File: config.mk
export PLATFORM = sky130hd
export DESIGN_NAME = tzc_top
export DESIGN_NICKNAME = d
export VERILOG_FILES = /design/src/pkg/tzc_pkg.sv /design/src/logic/tzc_sync.sv /design/src/logic/tzc_top.sv
export SDC_FILE = /design/constraint.sdc
export NUM_CORES = 1
export LEC_CHECK = 0
export BUFFER_PORTS_ARGS = -buffer_cell sky130_fd_sc_hd__buf_2
export CAP_MARGIN = 20
export CORE_MARGIN = 2
export CORE_UTILIZATION = 57
export DETAILED_ROUTE_END_ITERATION = 16
export PLACE_DENSITY = 0.86
export SLEW_MARGIN = 25
export SYNTH_ARGS = -nofsm -noshare
export SYNTH_HDL_FRONTEND = slang
export SYNTH_SLANG_ARGS = --single-unit
File: constraint.sdc
create_clock -name clock_in -period 5.12 [get_ports clock_in]
set_clock_uncertainty 0.1 [all_clocks]
set_input_delay 1.536 -clock clock_in [delete_from_list [all_inputs] [get_ports clock_in]]
set_output_delay 1.536 -clock clock_in [all_outputs]
set_load 0.01 [all_outputs]
File: src/pkg/tzc_pkg.sv
// Package: register map, field layout, reset values and carrier structs for the timer zero control block
package tzc_pkg;

   // ==========================================================
   // Register map (byte addresses; control index times four)
   localparam logic [7:0] CTRL_INDEX      = 8'h05;
   localparam logic [7:0] CTRL_ADDR       = 8'h14;  // Index times four
   localparam logic [7:0] COUNT_LO_ADDR   = 8'h40;
   localparam logic [7:0] COUNT_HI_ADDR   = 8'h44;
   localparam logic [7:0] STATUS_ADDR     = 8'h48;

   // ==========================================================
   // Control register field positions
   localparam int IRQ_EDGE_BIT   = 7;
   localparam int EXT_EDGE_BIT   = 6;
   localparam int SRC_SEL_BIT    = 5;
   localparam int PS_HI_BIT      = 4;
   localparam int PS_LO_BIT      = 1;
   localparam int PS_TOP_BIT     = 3;              // Within the four-bit field
   localparam logic [7:0] CTRL_WMASK = 8'hfe;     // Bit 0 unimplemented
   localparam logic [7:0] CTRL_RESET = 8'h00;

   // Status register field positions
   localparam int ST_IRQ_FLAG_BIT = 0;
   localparam int ST_EXT_FLAG_BIT = 1;

   // ==========================================================
   // Prescaler
   localparam int          PS_WIDTH   = 8;
   localparam logic [3:0]  PS_MAX_CODE = 4'h8;   // Any code with top bit set
   localparam logic [7:0]  PS_RESET   = 8'h00;
   localparam logic [7:0]  PS_LIMIT_TOP = 8'hff; // Terminal count at the longest ratio
   localparam logic [15:0] COUNT_RESET = 16'h0000;

   // Decoded control fields
   typedef struct packed {
      logic       irq_edge_select;
      logic       ext_clock_edge_select;
      logic       timer_clock_source_select;
      logic [3:0] timer_prescale_select;
   } tzc_ctrl_s;

   // Pin sync carrier
   typedef struct packed {
      logic irq;
      logic ext_clk;
   } tzc_pins_s;

endpackage : tzc_pkg
File: src/logic/tzc_sync.sv
// Three-flop pin synchroniser with agreement filter and edge pulses
`timescale 1ns/1ps

module tzc_sync (
   input  wire logic clock_in,     // System clock
   input  wire logic rst_b_in,     // Sync reset, active low
   input  wire logic ce_in,        // Clock enable
   input  wire logic pin_in,       // Asynchronous pin
   output logic      level_out,    // Filtered level
   output logic      rise_out,     // One-cycle rising pulse
   output logic      fall_out      // One-cycle falling pulse
);

   logic [2:0] sr_q;
   logic [2:0] sr_d;
   logic       lvl_q;
   logic       lvl_d;
   logic       rise_q;
   logic       rise_d;
   logic       fall_q;
   logic       fall_d;

   // Next state: level changes only when second and third flops agree
   always_comb begin
      sr_d   = {sr_q[1:0], pin_in};
      lvl_d  = lvl_q;
      rise_d = 1'b0;
      fall_d = 1'b0;
      if (sr_q[1] == sr_q[2]) begin
         lvl_d  = sr_q[2];
         rise_d = sr_q[2] & ~lvl_q;
         fall_d = ~sr_q[2] & lvl_q;
      end
   end

   // Registers
   always_ff @(posedge clock_in) begin
      if (!rst_b_in) begin
         sr_q   <= 3'h0;
         lvl_q  <= 1'b0;
         rise_q <= 1'b0;
         fall_q <= 1'b0;
      end else if (ce_in) begin
         sr_q   <= sr_d;
         lvl_q  <= lvl_d;
         rise_q <= rise_d;
         fall_q <= fall_d;
      end
   end

   assign level_out = lvl_q;
   assign rise_out  = rise_q;
   assign fall_out  = fall_q;

endmodule : tzc_sync

File: src/logic/tzc_top.sv
// Timer zero control register, edge selection, prescaler and 16-bit count
//
// Register access over Wishbone was left to the implementer.
`timescale 1ns/1ps

module tzc_top (
   input  wire logic        clock_in,              // Instruction cycle clock
   input  wire logic        rst_b_in,              // Sync reset, active low
   input  wire logic        ce_in,                 // Clock enable, freezes state
   input  wire logic        ext_irq_pin_in,        // External interrupt pin
   input  wire logic        timer_ext_clock_pin_in,// External timer clock pin
   input  wire logic        wb_cyc_i,              // Wishbone cycle
   input  wire logic        wb_stb_i,              // Wishbone strobe
   input  wire logic        wb_we_i,               // Wishbone write enable
   input  wire logic [7:0]  wb_adr_i,              // Wishbone byte address
   input  wire logic [3:0]  wb_sel_i,              // Wishbone byte selects
   input  wire logic [31:0] wb_dat_i,              // Wishbone write data
   output logic [31:0]      wb_dat_o,              // Wishbone read data
   output logic             wb_ack_o,              // Wishbone acknowledge
   output logic             irq_edge_pulse_out,    // Selected interrupt edge seen
   output logic             timer_tick_out         // Count advanced
);

   // ==========================================================
   // Pin synchronisers
   //
   // Both pins are asynchronous to the instruction cycle clock.
   // A pin level counts only once it has stood for two cycles,
   // so a selected edge shows as a one-cycle pulse about four
   // cycles after the pin moves; shorter glitches are dropped.
   tzc_pkg::tzc_pins_s rise;
   tzc_pkg::tzc_pins_s fall;
   tzc_pkg::tzc_pins_s lvl;

   tzc_sync u_sync_irq (
      .clock_in  (clock_in),
      .rst_b_in  (rst_b_in),
      .ce_in     (ce_in),
      .pin_in    (ext_irq_pin_in),
      .level_out (lvl.irq),
      .rise_out  (rise.irq),
      .fall_out  (fall.irq)
   );

   tzc_sync u_sync_clk (
      .clock_in  (clock_in),
      .rst_b_in  (rst_b_in),
      .ce_in     (ce_in),
      .pin_in    (timer_ext_clock_pin_in),
      .level_out (lvl.ext_clk),
      .rise_out  (rise.ext_clk),
      .fall_out  (fall.ext_clk)
   );

   // ==========================================================
   // State
   logic [7:0]          ctrl_q;
   logic [7:0]          ctrl_d;
   logic [15:0]         count_q;
   logic [15:0]         count_d;
   logic [7:0]          ps_q;
   logic [7:0]          ps_d;
   logic                irq_flag_q;
   logic                irq_flag_d;
   logic                ext_flag_q;
   logic                ext_flag_d;
   logic                irq_pulse_q;
   logic                irq_pulse_d;
   logic                tick_q;
   logic                tick_d;
   logic [31:0]         dat_q;
   logic [31:0]         dat_d;
   logic                ack_q;
   logic                ack_d;
   tzc_pkg::tzc_ctrl_s  cfg;
   logic                irq_edge;
   logic                ext_edge;
   logic                src_edge;
   logic [7:0]          ps_limit;
   logic                wr_stb;
   logic                rd_stb;
   logic                wr_ctrl;
   logic                wr_lo;
   logic                wr_hi;
   logic                wr_status;

   // Field decode
   // Fields come straight from the stored register, so a new
   // setting applies from the cycle after the write.
   assign cfg.irq_edge_select           = ctrl_q[tzc_pkg::IRQ_EDGE_BIT];
   assign cfg.ext_clock_edge_select     = ctrl_q[tzc_pkg::EXT_EDGE_BIT];
   assign cfg.timer_clock_source_select = ctrl_q[tzc_pkg::SRC_SEL_BIT];
   assign cfg.timer_prescale_select     = ctrl_q[tzc_pkg::PS_HI_BIT:tzc_pkg::PS_LO_BIT];

   assign irq_edge = cfg.irq_edge_select ? rise.irq : fall.irq;

   assign ext_edge = cfg.ext_clock_edge_select ? rise.ext_clk : fall.ext_clk;

   // source select; internal source qualifies every cycle
   // edge select unused on internal source
   assign src_edge = cfg.timer_clock_source_select ? 1'b1 : ext_edge;

   // Prescale codes 0 to 7 double the ratio each step; any code
   // with the top bit set gives the longest ratio, so the lower
   // three bits are ignored there.
   // prescale terminal count, ratio minus one
   always_comb begin
      if (cfg.timer_prescale_select[tzc_pkg::PS_TOP_BIT]) begin
         ps_limit = tzc_pkg::PS_LIMIT_TOP;
      end else begin
         ps_limit = 8'((9'h001 << cfg.timer_prescale_select[2:0]) - 9'h001);
      end
   end

   // ==========================================================
   // Bus decode
   //
   // A request is taken on the edge that sees cycle and strobe
   // high while no acknowledge is out. The acknowledge itself
   // blocks a second take of the same held request, so a master
   // that keeps strobe up for one more cycle writes only once.
   // Writes need byte lane 0, the only lane with register bits;
   // the upper lanes are accepted and dropped.

   // Take strobes, one per request
   assign wr_stb    = wb_cyc_i & wb_stb_i & ~ack_q & wb_we_i;
   assign rd_stb    = wb_cyc_i & wb_stb_i & ~ack_q & ~wb_we_i;

   // Register write selects
   assign wr_ctrl   = wr_stb & wb_sel_i[0] & (wb_adr_i == tzc_pkg::CTRL_ADDR);
   assign wr_lo     = wr_stb & wb_sel_i[0] & (wb_adr_i == tzc_pkg::COUNT_LO_ADDR);
   assign wr_hi     = wr_stb & wb_sel_i[0] & (wb_adr_i == tzc_pkg::COUNT_HI_ADDR);
   assign wr_status = wr_stb & wb_sel_i[0] & (wb_adr_i == tzc_pkg::STATUS_ADDR);

   // ==========================================================
   // Control register
   //
   // Only the writable bits are stored, so bit 0 can never hold
   // a one; the read path masks it once more all the same.

   always_comb begin
      ctrl_d = ctrl_q;
      if (wr_ctrl) begin
         ctrl_d = wb_dat_i[7:0] & tzc_pkg::CTRL_WMASK;
      end
   end

   always_ff @(posedge clock_in) begin
      if (!rst_b_in) begin
         ctrl_q <= tzc_pkg::CTRL_RESET;
      end else if (ce_in) begin
         ctrl_q <= ctrl_d;
      end
   end

   // ==========================================================
   // Prescaler and count
   //
   // The prescaler counts qualifying source edges up to the
   // terminal value; the edge that finds it there restarts it
   // and advances the count. The internal source qualifies every
   // enabled cycle, so the ratio then counts instruction cycles.
   // A count write restarts the prescaler as well, so the first
   // advance after a reload always takes a full ratio, and it
   // wins over an advance in the same cycle so that no carry
   // leaks into the byte that was not written. A ratio lowered
   // below the running prescaler ends the period on the next
   // qualifying edge instead of wrapping through zero.

   always_comb begin
      count_d = count_q;
      ps_d    = ps_q;
      tick_d  = 1'b0;
      if (wr_lo) begin
         count_d = {count_q[15:8], wb_dat_i[7:0]};
         ps_d    = tzc_pkg::PS_RESET;
      end else if (wr_hi) begin
         count_d = {wb_dat_i[7:0], count_q[7:0]};
         ps_d    = tzc_pkg::PS_RESET;
      end else if (src_edge) begin
         if (ps_q >= ps_limit) begin
            ps_d    = tzc_pkg::PS_RESET;
            count_d = count_q + 16'h0001;
            tick_d  = 1'b1;
         end else begin
            ps_d = ps_q + 8'h01;
         end
      end
   end

   // Count, prescaler and tick registers
   always_ff @(posedge clock_in) begin
      if (!rst_b_in) begin
         count_q <= tzc_pkg::COUNT_RESET;
         ps_q    <= tzc_pkg::PS_RESET;
         tick_q  <= 1'b0;
      end else if (ce_in) begin
         count_q <= count_d;
         ps_q    <= ps_d;
         tick_q  <= tick_d;
      end
   end

   // ==========================================================
   // Edge flags and interrupt edge pulse
   //
   // Writing a one to a status bit clears that flag. An edge in
   // the same cycle as the clear sets it again, so software never
   // loses an event to a late clear. The interrupt edge pulse
   // follows the qualified edge by one cycle.

   // Flag next state; set wins over clear
   always_comb begin
      irq_flag_d  = irq_flag_q;
      ext_flag_d  = ext_flag_q;
      irq_pulse_d = irq_edge;
      if (wr_status && wb_dat_i[tzc_pkg::ST_IRQ_FLAG_BIT]) begin
         irq_flag_d = 1'b0;
      end
      if (wr_status && wb_dat_i[tzc_pkg::ST_EXT_FLAG_BIT]) begin
         ext_flag_d = 1'b0;
      end
      if (irq_edge) begin
         irq_flag_d = 1'b1;
      end
      // edge flag only with external source
      if (ext_edge && !cfg.timer_clock_source_select) begin
         ext_flag_d = 1'b1;
      end
   end

   // Flag and pulse registers
   always_ff @(posedge clock_in) begin
      if (!rst_b_in) begin
         irq_flag_q  <= 1'b0;
         ext_flag_q  <= 1'b0;
         irq_pulse_q <= 1'b0;
      end else if (ce_in) begin
         irq_flag_q  <= irq_flag_d;
         ext_flag_q  <= ext_flag_d;
         irq_pulse_q <= irq_pulse_d;
      end
   end

   // ==========================================================
   // Register bus answer
   //
   // Every taken request is acknowledged one cycle later, mapped
   // or not, and the acknowledge drops in the next cycle even if
   // the strobe is still high. Read data is zero outside the
   // acknowledge cycle, so no stale value lingers on the bus.
   // Count bytes are not latched together: a low then high read
   // can tear across a carry, and software must allow for that.

   // Acknowledge and read mux; unmapped reads zero
   always_comb begin
      ack_d = wb_cyc_i & wb_stb_i & ~ack_q;
      dat_d = 32'h0000_0000;
      if (rd_stb) begin
         unique case (wb_adr_i)
            tzc_pkg::CTRL_ADDR:     dat_d = {24'h000000, ctrl_q & tzc_pkg::CTRL_WMASK};
            tzc_pkg::COUNT_LO_ADDR: dat_d = {24'h000000, count_q[7:0]};
            tzc_pkg::COUNT_HI_ADDR: dat_d = {24'h000000, count_q[15:8]};
            tzc_pkg::STATUS_ADDR:   dat_d = {30'h0, ext_flag_q, irq_flag_q};
            default:                dat_d = 32'h0000_0000;
         endcase
      end
   end

   // Bus registers
   always_ff @(posedge clock_in) begin
      if (!rst_b_in) begin
         dat_q <= 32'h0000_0000;
         ack_q <= 1'b0;
      end else if (ce_in) begin
         dat_q <= dat_d;
         ack_q <= ack_d;
      end
   end

   // ==========================================================
   // Outputs
   //
   // Each output comes straight from a flip-flop. While the clock
   // enable is low every one of them holds its value, the bus
   // acknowledge included.
   assign wb_dat_o           = dat_q;
   assign wb_ack_o           = ack_q;
   assign irq_edge_pulse_out = irq_pulse_q;
   assign timer_tick_out     = tick_q;

endmodule : tzc_top

==> impl_metrics.env <==
export IMPL_yosys_warnings=0
export IMPL_finalCriticalPeriod_ns=3.882
export IMPL_cp_arrival_ns=3.96
export IMPL_die_y_um=80.60
export IMPL_final_antenna_net_count=0
export IMPL_hold_viol=0
export IMPL_power_share_sequential_pct=60.0
export IMPL_synthCells=417
export IMPL_htreeDepth=2
export IMPL_power_density_nw_per_um2=205.2
export IMPL_synth_top_area_share_pct=33.52
export IMPL_maxUsedRoutingLayer="met4"
export IMPL_slew_headroom_pct=44.61
export IMPL_pwr_share_comb_pct=6.8
export IMPL_met2_length_mm=3.766
export IMPL_vias=3189
export IMPL_timing_final_crit_share_pct=75.81
export IMPL_worstSetupStartpointType="flip-flop"
export IMPL_power_uw=731.7
export IMPL_numCtsBuffers=5
export IMPL_synth_commonest_cells="dfxtp_1 (56), a21oi_1 (47), nand2_1 (45), nor2_1 (43), buf_4 (24)"
export IMPL_hpwl_mm=6.108
export IMPL_wl_mm=8.195
export IMPL_hold_path_class="reg -> reg"
export IMPL_cts_tree="done"
export IMPL_status="completed"
export IMPL_die_w_um=80.60
export IMPL_ios=87
export IMPL_synthArstFlopShare_pct=0
export IMPL_post_drt_wl_per_cell_um=15.88
export IMPL_grt_usage_pct=26.66
export IMPL_critPathKind="reg -> reg"
export IMPL_ys_types=60
export IMPL_worstPathRequired_ns=5.20
export IMPL_max_freq_mhz=257.6
export IMPL_grt_start_max_net_pins=29
export IMPL_drive_gt1_share_pct=13.74
export IMPL_power_internal_uw=547.8
export IMPL_synth_seq_cells=56
export IMPL_grt_setup_unrepaired="no"
export IMPL_gr_total_overflow=0
export IMPL_n_fill_cell=479
export IMPL_synth_flop_cell="dfxtp_1"
export IMPL_leakage_nw=1.290
export IMPL_cts_hold_buf=0
export IMPL_netlist_area_um2=3344
export IMPL_dr_pass1_iters=6
export IMPL_syn_area_per_cell_um2=8.020
export IMPL_clock_latency_ns=0.31
export IMPL_finalSetupViolCount=0
export IMPL_synth_edff_count=0
export IMPL_die_area_um2=6496
export IMPL_grt_antenna_before_repair=0
export IMPL_start_util_pct=60.00
export IMPL_cts_sinks=56
export IMPL_placementRows=27
export IMPL_drcViolationCount=0
export IMPL_worst_slew_pin_slew_ns=0.8308
export IMPL_cts_setup_buffers=0
export IMPL_finalMaxSlewViolations=0
export IMPL_synth_top_cell_by_area="dfxtp_1"
export IMPL_max_cap_violations=0
export IMPL_swShare_pct=25.14
export IMPL_power_switching_uw=183.9
export IMPL_port_buffer_count=35
export IMPL_clk_pin_slew_worst_paths_ns=0.10
export IMPL_ys_seq_area_share_pct=33.52
export IMPL_drtIter0Drc=286
export IMPL_place_congestion=1.061
export IMPL_routed_wl_met3_um=723
export IMPL_nets=506
export IMPL_tns_ns=0
export IMPL_clock_path_buffers=2
export IMPL_vdd_ir_drop_max_uv=197.4
export IMPL_path_max_fanout=9
export IMPL_ctsResizeCount=0
export IMPL_critPathCaptureType="flip-flop"
export IMPL_synth_most_common_cell="dfxtp_1"
export IMPL_netlist_top_cells_area="dfxtp_1 (34%), a21oi_1 (7.0%), buf_4 (5.4%)"
export IMPL_wl_met1_mm=3.472
export IMPL_grt_pass1_wl_mm=13.62
export IMPL_via_per_inst=6.180
export IMPL_cts_root_buf="clkbuf_8"
export IMPL_grt_pass1_vias=2924
export IMPL_core_um2=5574
export IMPL_syn_to_final_growth_pct=6.622
export IMPL_antenna_cells=0
export IMPL_p_clk_share_pct=33.2
-- worst max-delay path: stages, from the launching register on --
cell and delay, ns:
dfxtp_1 0.41, or3_1 0.43, ha_1 0.28, xnor2_1 0.15, and3_1 0.18, a211oi_1 0.21
ha_1 0.15, nand2_1 0.06, or3_1 0.31, o221ai_1 0.67, nand3_1 0.43, nand2_1 0.27
a211oi_1 0.11
-- routing by layer --
layer / global-route usage (%) / vias up
met1: 35.31 / 1463
met5: 0 / -
met2: 43.83 / 176
li1: - / 1526
met4: 8.814 / 0
met3: 4.719 / 24
-- cells by family after synthesis --
family | synth area share [%]
AND/OR/NAND/NOR | 26.19
AO/OA/AOI/OAI | 22.41
flip-flops | 33.52
buffers and inverters | 8.567
adder cells (fa/ha/maj) | 4.115
XOR/XNOR | 2.619
multiplexers | 2.469
other | 0.1121
-- registers in the layout (all words and copies together), names as in the netlist --
register	count
ext_flag_q	1
u_sync_clk.rise_out	1
u_sync_clk.sr_q	3
ctrl_q	7
wb_ack_o	1
u_sync_irq.fall_out	1
u_sync_irq.level_out	1
u_sync_irq.sr_q	3
timer_tick_out	1
count_q	16
u_sync_irq.rise_out	1
wb_dat_o	8
irq_flag_q	1
irq_edge_pulse_out	1
u_sync_clk.level_out	1
u_sync_clk.fall_out	1
ps_q	8
-- power by group through the flow --
stage / Combinational [mW] / Sequential [mW] / Clock, mW
3_3_place_gp: 0.0468 / 0.449 / 0
6_report: 0.0498 / 0.439 / 0.243
5_1_grt: 0.0542 / 0.439 / 0.261
3_5_place_dp: 0.0481 / 0.449 / 0
4_1_cts: 0.0481 / 0.439 / 0.245
2_1_floorplan: 0.0422 / 0.449 / 0
-- layout by cell type, fill, tap and decap left out, types with 5 or more instances in the layout --
master and instances:
a211oi_1 5, a21oi_1 47, a22oi_1 6, and2_1 5, buf_2 35, buf_4 6, clkbuf_8 5, conb_1 24
dfxtp_1 56, ha_1 11, inv_1 5, mux2i_1 6, nand2_1 45, nand3_1 15, nand4_1 6, nor2_1 43
nor3_1 13, o21ai_0 8, or3_1 5, xor2_1 7
-- layout make-up --
cell class	instances	area, um^2	area share (%)
flip-flops and latches	56	1121	31.44
inverters	6	22.52	0.6316
clock buffers	6	72.57	2.035
clock inverters	2	16.27	0.4561
multi-input cells	333	2023	56.74
well taps	72	90.09	2.526
repair buffers	41	220.2	6.175
-- per-stage QoR --
stage	hold WS, ns	utilization (%)	setup WS [ns]	area (um^2)	instances
CTS	0.3726	63.97	1.295	3566	516
global placement	0.3458	62.38	1.011	3477	508
global route	0.3955	63.97	0.9046	3566	516
finish	0.3693	63.97	1.238	3566	516
detailed placement	0.3564	62.38	0.9756	3477	508
floorplan	0.3360	-	1.308	3431	440
-- worst paths after layout --
kind              slack (ns)  depth (start not counted)                              end                             from
setup / recovery        1.24                         12          count_q[0]$_SDFFE_PN0P_           ctrl_q[1]$_SDFFE_PN0P_
hold / removal          0.37                          2  irq_edge_pulse_out$_SDFFE_PN0P_  irq_edge_pulse_out$_SDFFE_PN0P_
setup reg to reg        1.24                         12          count_q[0]$_SDFFE_PN0P_           ctrl_q[1]$_SDFFE_PN0P_
hold reg to reg         0.37                          2  irq_edge_pulse_out$_SDFFE_PN0P_  irq_edge_pulse_out$_SDFFE_PN0P_
Note: power is estimated with default switching activity, not from simulation.
